**src/rtl/ieemu_consts.svh**
```systemverilog
// Constants for the incremental encoder emulator
`ifndef IEEMU_CONSTS_SVH
`define IEEMU_CONSTS_SVH
`define IEEMU_CLK_HZ          20000000
`define IEEMU_FMAX_HZ         1000000
`define IEEMU_HALF_CYC        ((`IEEMU_CLK_HZ / `IEEMU_FMAX_HZ) / 2)
`define IEEMU_INDEX_NS        5000
`define IEEMU_CLK_NS          50
`define IEEMU_INDEX_CYC       (`IEEMU_INDEX_NS / `IEEMU_CLK_NS)
`define IEEMU_UPDATE_NS       42700
`define IEEMU_UPDATE_CYC      (`IEEMU_UPDATE_NS / `IEEMU_CLK_NS)
`define IEEMU_RES_RST         2'h3
`define IEEMU_MODE_RST        1'b0
`endif

```
**src/rtl/ieemu_pkg.sv**
```systemverilog
// Types for the incremental encoder emulator
package ieemu_pkg;
  typedef enum logic [0:0] {
    IEEMU_MODE_AB   = 1'b0,
    IEEMU_MODE_STEP = 1'b1
  } ieemu_mode_t;
  typedef enum logic [1:0] {
    IEEMU_IDLE  = 2'b00,
    IEEMU_HIGH  = 2'b01,
    IEEMU_LOW   = 2'b11
  } ieemu_state_t;
endpackage

```
**src/rtl/ieemu_top.sv**
```systemverilog
// Incremental encoder emulator: angle to A/B or step/direction pulses
`timescale 1ns/1ps
`include "ieemu_consts.svh"

module ieemu_top import ieemu_pkg::*; #(
  parameter int ANGLE_W   = 15,
  parameter int UPDATE_CYC = `IEEMU_UPDATE_CYC
) (
  input  wire logic               sys_clk,
  input  wire logic               reset,
  input  wire logic [ANGLE_W-1:0] angle_in,
  input  wire logic [1:0]         step_resolution_sel,
  input  wire logic               encoding_mode_sel,
  output logic                    phase_a_out,
  output logic                    phase_b_out,
  output logic                    index_out,
  output logic                    angle_sample
);
  localparam logic [3:0]  HALF     = 4'(`IEEMU_HALF_CYC);
  localparam logic [7:0]  IDX_CYC  = 8'(`IEEMU_INDEX_CYC);
  localparam logic [11:0] UPD_CYC  = 12'(UPDATE_CYC - 1);

  // ****************************************************************
  // Configuration and angle quantising
  // ****************************************************************
  logic [1:0]   res_reg;
  ieemu_mode_t  mode_reg;
  logic [11:0]  upd_cnt_reg;
  logic [11:0]  pos_reg;
  logic [11:0]  target_reg;
  logic         started_reg;
  logic [12:0]  diff;
  ieemu_state_t state_reg;
  logic [3:0]   half_cnt_reg;
  logic         dir_reg;
  logic [1:0]   quad_reg;
  logic         step_reg;
  logic [7:0]   idx_cnt_reg;

  // Quantise to the chosen resolution, scaled to the 12-bit step grid
  function automatic logic [11:0] quantise(input logic [ANGLE_W-1:0] a, input logic [1:0] res);
    logic [11:0] s;
    s = a[ANGLE_W-1 -: 12];
    quantise = s & ~12'((12'h007) >> res);
  endfunction

  // Step size on the 12-bit grid
  function automatic logic [11:0] step_size(input logic [1:0] res);
    step_size = 12'(12'h008 >> res);
  endfunction

  // ****************************************************************
  // Step arithmetic
  // ****************************************************************
  // Next Gray code of the phase pair; counting up puts B ahead of A
  function automatic logic [1:0] next_quad(input logic [1:0] q, input logic down);
    if (down) begin
      next_quad = {~q[0], q[1]};
    end else begin
      next_quad = {q[0], ~q[1]};
    end
  endfunction

  // Grid position one step further in the chosen direction
  function automatic logic [11:0] next_pos(input logic [11:0] p, input logic down, input logic [1:0] res);
    if (down) begin
      next_pos = p - step_size(res);
    end else begin
      next_pos = p + step_size(res);
    end
  endfunction

  // Defaults hold while reset is high; pins are read from the first free edge
  always_ff @(posedge sys_clk) begin
    if (reset) begin
      res_reg  <= `IEEMU_RES_RST;
    end else begin
      res_reg  <= step_resolution_sel;
    end
  end

  always_ff @(posedge sys_clk) begin
    if (reset) begin
      mode_reg <= ieemu_mode_t'(`IEEMU_MODE_RST);
    end else begin
      mode_reg <= ieemu_mode_t'(encoding_mode_sel);
    end
  end

  // Angle taken once per update period, like the sensor's filter output
  always_ff @(posedge sys_clk) begin
    if (reset) begin
      upd_cnt_reg <= 12'h000;
    end else if (upd_cnt_reg == UPD_CYC) begin
      upd_cnt_reg <= 12'h000;
    end else begin
      upd_cnt_reg <= upd_cnt_reg + 12'h001;
    end
  end
  assign angle_sample = (upd_cnt_reg == UPD_CYC);

  always_ff @(posedge sys_clk) begin
    if (reset) begin
      target_reg  <= 12'h000;
    end else if (angle_sample) begin
      target_reg  <= quantise(angle_in, res_reg);
    end
  end

  // No steps before the first angle arrives, so the host sees none at random
  always_ff @(posedge sys_clk) begin
    if (reset) begin
      started_reg <= 1'b0;
    end else if (angle_sample) begin
      started_reg <= 1'b1;
    end
  end

  // Signed shortest-way distance; steps queue as this difference
  // A target more than half a turn away is reached the short way round
  assign diff = 13'({1'b0, target_reg} - {1'b0, pos_reg});

  // ****************************************************************
  // Pulse engine
  // ****************************************************************
  // Half period fixed by the 1 MHz ceiling, not by resolution, so a
  // coarse grid cannot spin faster
  always_ff @(posedge sys_clk) begin
    if (reset) begin
      state_reg    <= IEEMU_IDLE;
      half_cnt_reg <= 4'h0;
      pos_reg      <= 12'h000;
      dir_reg      <= 1'b0;
      quad_reg     <= 2'b00;
      step_reg     <= 1'b0;
    end else begin
      unique case (state_reg)
        IEEMU_IDLE: begin
          if (started_reg && (pos_reg != (target_reg & ~(step_size(res_reg) - 12'h001)))) begin
            // Startup walks from zero to the absolute angle
            dir_reg      <= diff[11] ? 1'b1 : 1'b0;
            state_reg    <= IEEMU_HIGH;
            half_cnt_reg <= HALF - 4'h1;
            step_reg     <= 1'b1;
            quad_reg     <= next_quad(quad_reg, diff[11]);
          end
        end
        IEEMU_HIGH: begin
          if (half_cnt_reg == 4'h0) begin
            state_reg    <= IEEMU_LOW;
            half_cnt_reg <= HALF - 4'h1;
            step_reg     <= 1'b0;
          end else begin
            half_cnt_reg <= half_cnt_reg - 4'h1;
          end
        end
        IEEMU_LOW: begin
          if (half_cnt_reg == 4'h0) begin
            state_reg <= IEEMU_IDLE;
            pos_reg   <= next_pos(pos_reg, dir_reg, res_reg);
          end else begin
            half_cnt_reg <= half_cnt_reg - 4'h1;
          end
        end
        default: state_reg <= IEEMU_IDLE;
      endcase
    end
  end

  // ****************************************************************
  // Phase outputs
  // ****************************************************************
  always_ff @(posedge sys_clk) begin
    if (reset) begin
      phase_a_out <= 1'b0;
      phase_b_out <= 1'b0;
    end else if (mode_reg == IEEMU_MODE_AB) begin
      phase_a_out <= quad_reg[1];
      phase_b_out <= quad_reg[0];
    end else begin
      phase_a_out <= step_reg;
      phase_b_out <= dir_reg;
    end
  end

  // ****************************************************************
  // Index pulse
  // ****************************************************************
  // Index marks the step that takes the position across zero, either way
  // It retriggers if the position recrosses zero within one pulse
  logic zero_cross;
  assign zero_cross = (state_reg == IEEMU_LOW) && (half_cnt_reg == 4'h0) &&
                      (dir_reg ? (pos_reg == 12'h000) : (next_pos(pos_reg, 1'b0, res_reg) == 12'h000));

  always_ff @(posedge sys_clk) begin
    if (reset) begin
      idx_cnt_reg <= 8'h00;
      index_out   <= 1'b0;
    end else if (zero_cross) begin
      idx_cnt_reg <= IDX_CYC - 8'h01;
      index_out   <= 1'b1;
    end else if (idx_cnt_reg != 8'h00) begin
      idx_cnt_reg <= idx_cnt_reg - 8'h01;
    end else begin
      index_out   <= 1'b0;
    end
  end
endmodule

```
**config.mk**
```make
export PLATFORM = sky130hd
export DESIGN_NAME = ieemu_top
export DESIGN_NICKNAME = d
export VERILOG_FILES = /design/src/rtl/ieemu_pkg.sv /design/src/rtl/ieemu_top.sv
export VERILOG_INCLUDE_DIRS = /design/src /design/src/rtl
export SDC_FILE = /design/constraint.sdc
export NUM_CORES = 1
export LEC_CHECK = 0
export ABC_AREA = 1
export BUFFER_PORTS_ARGS = -buffer_cell sky130_fd_sc_hd__buf_2
export CAP_MARGIN = 20
export CORE_ASPECT_RATIO = 1.25
export CORE_MARGIN = 4
export CORE_UTILIZATION = 50
export CTS_CLUSTER_SIZE = 25
export DETAILED_ROUTE_END_ITERATION = 12
export GPL_TIMING_DRIVEN = 0
export HOLD_SLACK_MARGIN = 0.03
export PLACE_DENSITY = 0.77
export SLEW_MARGIN = 20
export SYNTH_ARGS = -nofsm -noshare
export SYNTH_HDL_FRONTEND = slang
export SYNTH_SLANG_ARGS = --single-unit
```
**constraint.sdc**
```tcl
create_clock -name sys_clk -period 2.2 [get_ports sys_clk]
set_clock_uncertainty 0.2 [all_clocks]
set_input_delay 0.11 -clock sys_clk [delete_from_list [all_inputs] [get_ports sys_clk]]
set_output_delay 0.11 -clock sys_clk [all_outputs]
set_load 0.03 [all_outputs]
```
**Word level (Yosys, flattened, before mapping)**

Index checks and enable logic that the tools add are counted.
Widths: inputs -> output; s select.

- Bits in registers: 61
- Output and inout port bits: 4
- Logic and storage cells: 79
- Input port bits: 20

- Eq/ne operators: 9
- Reduce and logical (&&, ||, !) cells: 18
- Muxes and demuxes: 21
- Add/sub/neg operators: 7
- Bitwise gates (word level): 6
- Shift operators: 2

Operators with widths:

| operator | count |
|---|---|
| $and 12x12->12 | 2 |
| $logic_not 12->1 | 2 |
| $not 12->12 | 2 |
| $sub 12x12->12 | 2 |
| $mux 7 | 2 |
| $add 12x1->12 const B | 1 |
| $add 12x12->12 | 1 |
| $eq 12x10->1 const B | 1 |
| $mux 12 | 1 |
| $mux 4 | 3 |
| $ne 12x12->1 | 1 |
| $pmux 4 s3 | 1 |
| $shr 3x2->12 const A | 1 |
| $shr 4x2->12 const A | 1 |
| $sub 12x1->12 const B | 1 |
| $ne 2x2->1 const B | 5 |
| $reduce_and 3->1 | 3 |
| $mux 1 | 8 |
| $mux 2 | 4 |
| $reduce_bool 8->1 | 1 |
| $sub 8x1->8 const B | 1 |
| $pmux 2 s3 | 1 |
| $logic_not 4->1 | 1 |
| $reduce_and 2->1 | 2 |
| other kinds (10) | 15 |

**Logic depth before layout (Yosys ltp)**

- Word-level depth: 8
- Depth in mapped cells: 18
- Depth with buffers taken out: 18

**Least setup slack after synthesis**

Ideal clock, no wire load.

- Kind: register -> register
- Start: reg res_reg[1]
- End: reg idx_cnt_reg[2]
- Library setup time: 0.117 ns
- Slack: -0.181 ns
- Buffers on the path: 0
- Data required time: 1.883 ns
- Stages on the path, launching flop included: 17
- Data arrival time: 2.064 ns
- Period minus slack after synthesis: 2.381 ns
- Cells stage by stage: dfxtp_1 inv_1 nor2_1 inv_1 fa_1 inv_1 nand3_1 nand2_2 nand2_1 nand2_1 nand2_1 nor2_2 nand3_2 nand2_2 nand2_4 nand2_4 nor2_2

- Longest elaborated chain between the ends: 6

RTL lines:

| element | line | source |
|---|---|---|
| from (decl) | ieemu_top.sv:26 | `logic [1:0] res_reg;` |
| from (signal assigned) | ieemu_top.sv:76 | `` res_reg <= `IEEMU_RES_RST; `` |
| from (signal assigned) | ieemu_top.sv:78 | `res_reg <= step_resolution_sel;` |
| $shr 4x2->12 | ieemu_top.sv:49 | `step_size = 12'(12'h008 >> res);` |
| $add 12x12->12 | ieemu_top.sv:69 | `next_pos = p + step_size(res);` |
| $logic_not 12->1 | ieemu_top.sv:193 | `(dir_reg ? (pos_reg == 12'h000) : (next_pos(pos_reg, 1'b0, res_reg) == 12'h000));` |
| $mux 1 | ieemu_top.sv:193 |  |
| $logic_and 1x1->1 | ieemu_top.sv:192 | `assign zero_cross = (state_reg == IEEMU_LOW) && (half_cnt_reg == 4'h0) &&` |
| $reduce_or 2->1 (no line) | -- |  |
| to (signal assigned) | ieemu_top.sv:200 | `idx_cnt_reg <= IDX_CYC - 8'h01;` |
| to (signal assigned) | ieemu_top.sv:203 | `idx_cnt_reg <= idx_cnt_reg - 8'h01;` |
| to (decl) | ieemu_top.sv:38 | `logic [7:0] idx_cnt_reg;` |

No other way between the ends.
A chain may end at the register's enable or synchronous reset.

**Worst setup path after layout**

- Start: reg res_reg[1]
- End: reg pos_reg[10]

- Longest elaborated chain between the ends: 3
- Elaborated cells between the ends (all ways): 4
- Those cells by class: add/sub (2); shift (1); mux (1)

RTL lines:

| element | line | source |
|---|---|---|
| $shr 4x2->12 (*) | ieemu_top.sv:49 |  |
| $add 12x12->12 or $sub 12x12->12 (tied branches) | ieemu_top.sv:69, ieemu_top.sv:67 |  |
| $mux 12 (*) | ieemu_top.sv:66 | `if (down) begin` |
| to (signal assigned) | ieemu_top.sv:160 | `pos_reg <= next_pos(pos_reg, dir_reg, res_reg);` |
| to (decl) | ieemu_top.sv:29 | `logic [11:0] pos_reg;` |

Mark *: on every way between the ends. The rest lies on a longest branch, timed or not.

==> flow_summary_export.csv <==
group,metric,value,unit
floorplanning,initial_core_util,51.6,%
min_path,whs_endpoint,"pos_reg[1]$_SDFFE_PP0P_",
min_path,holdCritPathClass,"in -> reg",
critical_path,crit_path_max_incr_delay,0.38,ns
sta,setup_viol,17,
critical_path,worst-path-buf-inv,5,
drt,finalWirelength,10000,um
run,drv.max_cap_violation_count,0,
final_layout,synthToLayoutAreaGrowth,26.7,%
grt,grt_use_total,21.6,%
yosys,synth.yosys.seq_area_share,32.0,%
clock_tree,clock_tree.buffer_depth,2,
clock_tree,clock_tree.root_cell,"sky130_fd_sc_hd__clkbuf_8",
critical_path,worstSetupPathType,"reg -> reg",
floorplanning,die_y,106,um
critical_path,critPathSlowestCell,"sky130_fd_sc_hd__dfxtp_4",
drt,detail_route.first_pass.iterations,7,
grt,grt_max_degree,11,
yosys,synthDominantCellAreaShare,32.0,%
final_layout,final.fill_count,585,
grt,globalRouteOverflowTotal,0,
critical_path,critPathTopFamily,"simple AND/OR/NAND/NOR gates",
drt,detailedRoute.firstIterationViolations,262,
clock_tree,clock_sinks,61,
yosys,netlist-cell-type-count,43,
sta,worst_slew_pin_slew,0.573,ns
clock_tree,clock_transition_at_the_registers_of_the_reported_paths,0.07,ns
grt,grt_antenna_before_repair,0,
floorplanning,core,7400,um2
yosys,synth_warnings,0,
power,static_power_due_to_leakage,0.00210,uW
drt,via_per_inst,5.37,
sta,layout_worst_path_cycle_share,116,%
clock_tree,clock_tree.htree_level_count,3,
yosys,synth_async_reset_ratio,0,%
drt,drt-wirelength-per-cell,14.0,um
critical_path,rr_startpoint,"res_reg[1]$_SDFF_PP1_",
final_layout,layoutNonFillerInstCount,717,
sta,maxSlewHeadroom,61.8,%
grt,grt_pass1_wl,16000,um
critical_path,cp.required,2.20,ns
place,port-buffer-count,19,
power,worst_ir_drop_vdd,0.626,mV
clock_tree,insertion_delay,0.33,ns
critical_path,cp.arrival,2.54,ns
sta,min_period,2.54,ns
sta,final_max_slew_viol_count,0,
yosys,synth-edff-count,0,
sta,fin_hold_ws,0.0949,ns
drt,drc,0,
final_layout,finalNetCount,666,
sta,fin_tns_setup,-3.72,ns
critical_path,timing.critical_path.fanout_max,5,
drt,detailroute.via_count,3852,
sta,rsz0062_at_grt,"yes",
critical_path,setup.worst_path.end_class,"flip-flop",
final_layout,final_layout_size_suffix_gt1_share,26.4,%
grt,vias_in_the_first_global_route,3640,
place,post-place-ws,-0.321,ns
status,status,"complete, but fails checks",
critical_path,worst_path_most_repeated_cell,"sky130_fd_sc_hd__nand2_2",
floorplanning,chipWidth,86.2,um
min_path,worstHoldStart,"reset",
power,power-per-cell-area,617,nW/um2
power,report.power.total,2990,uW
floorplanning,number_of_placement_rows,35,
sta,final_hold_viol_count,0,
drt,antenna_violating_nets_post_route,0,
yosys,synth_seq_cells,61,
floorplanning,floorplan.die_area,9110,um2
floorplanning,io_pins,24,
yosys,synth_top_cells_by_area,"sky130_fd_sc_hd__dfxtp_1 (32%), sky130_fd_sc_hd__nand2_1 (12%), sky130_fd_sc_hd__ha_1 (7.9%)",
status,failed_checks,"negative setup slack",
yosys,syn_avg_cell_area,6.85,um2
yosys,synth_largest_area_cell,"sky130_fd_sc_hd__dfxtp_1",
place,dpl.cell_count,668,
sta,final_critical_path_setup_slack,-0.343,ns
clock_tree,cts-buffers-inserted,9,
critical_path,path_cells,"nand2_2, inv_2, buf_4, buf_6, buf_6, ha_4, fa_2, inv_2, nand2_2, nand2_2, nand2_2, nand3_4, nor3_4, a22o_1, nand2_1, a21oi_1",
yosys,syn_nets,603,
critical_path,startpoint_type,"flip-flop",
sta,max_freq,393,MHz
min_path,hold_path_stages,2,
clock_tree,cts_tree,"done",
place,gp_congestion,0.893,
critical_path,rrSetupSlack,-0.34,ns
yosys,synth_cells,557,
yosys,syn_std_cell_area,3820,um2
critical_path,r2r-end,"pos_reg[10]$_SDFFE_PP0P_",
yosys,most_used_flip_flop_cell_after_synthesis,"sky130_fd_sc_hd__dfxtp_1",
final_layout,antenna_cells_inserted,0,
place,post-dp-hpwl,6830,um
critical_path,reg2reg_depth,16,
-- where the power goes --
part / internal, uW / switching, uW / total (uW)
clock: 697 / 434 / 1130
sequential: 1170 / 52.7 / 1230
combinational: 273 / 356 / 629
total: 2140 / 842 / 2990
-- kinds of logic after synthesis --
logic type,after synthesis,synth area share [%]
buffers and inverters,96,9.87
AO/OA/AOI/OAI,98,14.6
flip-flops,61,32.0
AND/OR/NAND/NOR,264,31.9
adder cells (fa/ha/maj),26,8.92
XOR/XNOR,12,2.75
-- routing by layer --
metal  vias to the layer above  GRT usage [%]  routed length (um)
li1                       1934              -                   -
met1                      1745           24.7                4110
met2                       134           37.6                5060
met3                        39           3.67                 422
met4                         0           11.3                 405
met5                         -              0                   0
-- worst reg2reg max path, stage by stage, from the launching register on --
cell	delay [ns]
sky130_fd_sc_hd__dfxtp_4	0.38
sky130_fd_sc_hd__nand2_2	0.08
sky130_fd_sc_hd__inv_2	0.05
sky130_fd_sc_hd__buf_4	0.13
sky130_fd_sc_hd__buf_6	0.10
sky130_fd_sc_hd__buf_6	0.11
sky130_fd_sc_hd__ha_4	0.16
sky130_fd_sc_hd__fa_2	0.37
sky130_fd_sc_hd__inv_2	0.07
sky130_fd_sc_hd__nand2_2	0.06
sky130_fd_sc_hd__nand2_2	0.10
sky130_fd_sc_hd__nand2_2	0.10
sky130_fd_sc_hd__nand3_4	0.10
sky130_fd_sc_hd__nor3_4	0.05
sky130_fd_sc_hd__a22o_1	0.23
sky130_fd_sc_hd__nand2_1	0.05
sky130_fd_sc_hd__a21oi_1	0.06
-- cell usage in the layout (no fill, tap or decap), drive strengths merged --
master       Yosys  layout
xnor2            3       3
ha              24      24
o21a             1       1
nand4            5       5
a31oi            3       3
or3              1       1
a21oi           52      52
o32ai            1       1
dfxtp           61      61
xor2             9       9
o21bai           1       1
clkinv           3       4
nand3           45      45
nor4             2       2
o21ai           32      32
a22o             1       1
bufinv           0       2
or2              3       3
nor3            17      17
o211ai           2       2
clkinvlp         0       1
nor3b            4       4
nand2          131     131
o22ai            1       1
o31ai            1       1
inv             79      79
a211oi           3       3
nor2            55      55
dlygate4sd3      0      15
fa               2       2
buf              3      40
clkbuf          11      23
nand3b           1       1
-- cell type report --
| type | count | area, um2 | share of cell area [%] |
|---|---|---|---|
| buffer | 14 | 63.8 | 1.32 |
| inverter | 82 | 317 | 6.55 |
| sequential | 61 | 1240 | 25.7 |
| clock buffer | 12 | 155 | 3.21 |
| timing repair buffer | 52 | 412 | 8.51 |
| multi-input combinational | 400 | 2460 | 50.8 |
| tap | 92 | 115 | 2.38 |
| clock inverter | 4 | 70.1 | 1.45 |
-- stage by stage --
stage          cell area, um2  util [%]
6_report                 4840      65.3
5_1_grt                  4840      65.3
4_1_cts                  4540      61.3
3_5_place_dp             4050      54.7
3_3_place_gp             4050      54.7
2_1_floorplan            3840         -
-- synth_stat cells, types with 3 or more instances --
library cell / instances
sky130_fd_sc_hd__a211oi_1: 3
sky130_fd_sc_hd__a21oi_1: 47
sky130_fd_sc_hd__a21oi_2: 4
sky130_fd_sc_hd__a31oi_1: 3
sky130_fd_sc_hd__clkbuf_1: 11
sky130_fd_sc_hd__clkinv_1: 3
sky130_fd_sc_hd__dfxtp_1: 61
sky130_fd_sc_hd__ha_1: 24
sky130_fd_sc_hd__inv_1: 72
sky130_fd_sc_hd__inv_2: 5
sky130_fd_sc_hd__nand2_1: 119
sky130_fd_sc_hd__nand2_2: 10
sky130_fd_sc_hd__nand3_1: 41
sky130_fd_sc_hd__nand3_2: 4
sky130_fd_sc_hd__nand4_1: 5
sky130_fd_sc_hd__nor2_1: 44
sky130_fd_sc_hd__nor2_2: 10
sky130_fd_sc_hd__nor3_1: 15
sky130_fd_sc_hd__nor3b_1: 4
sky130_fd_sc_hd__o21ai_0: 30
sky130_fd_sc_hd__or2_2: 3
sky130_fd_sc_hd__xnor2_1: 3
sky130_fd_sc_hd__xor2_1: 9
-- worst max-delay path by stage --
stage | start | end | slack (ns) | cells past startpoint
finish | res_reg[1]$_SDFF_PP1_ | pos_reg[10]$_SDFFE_PP0P_ | -0.34 | 16
global route | res_reg[0]$_SDFF_PP1_ | idx_cnt_reg[7]$_SDFFE_PP0N_ | -0.45 | 17
CTS | res_reg[0]$_SDFF_PP1_ | idx_cnt_reg[7]$_SDFFE_PP0N_ | -0.26 | 16
detailed placement | res_reg[1]$_SDFF_PP1_ | idx_cnt_reg[2]$_SDFFE_PP0N_ | -0.32 | 18
global placement | res_reg[1]$_SDFF_PP1_ | idx_cnt_reg[2]$_SDFFE_PP0N_ | -0.29 | 15
floorplan | res_reg[1]$_SDFF_PP1_ | idx_cnt_reg[2]$_SDFFE_PP0N_ | -0.04 | 16
-- repair_timing --
item / 4_1_cts / 5_1_grt
hold endpoints to repair: 15 / 0
pin swaps: 6 / 24
setup buffers: 8 / 10
endpoints found under the setup margin: 15 / 27
hold buffers: 15 / 0
resized for setup: 14 / 66
(Power assumes the default switching activity.)
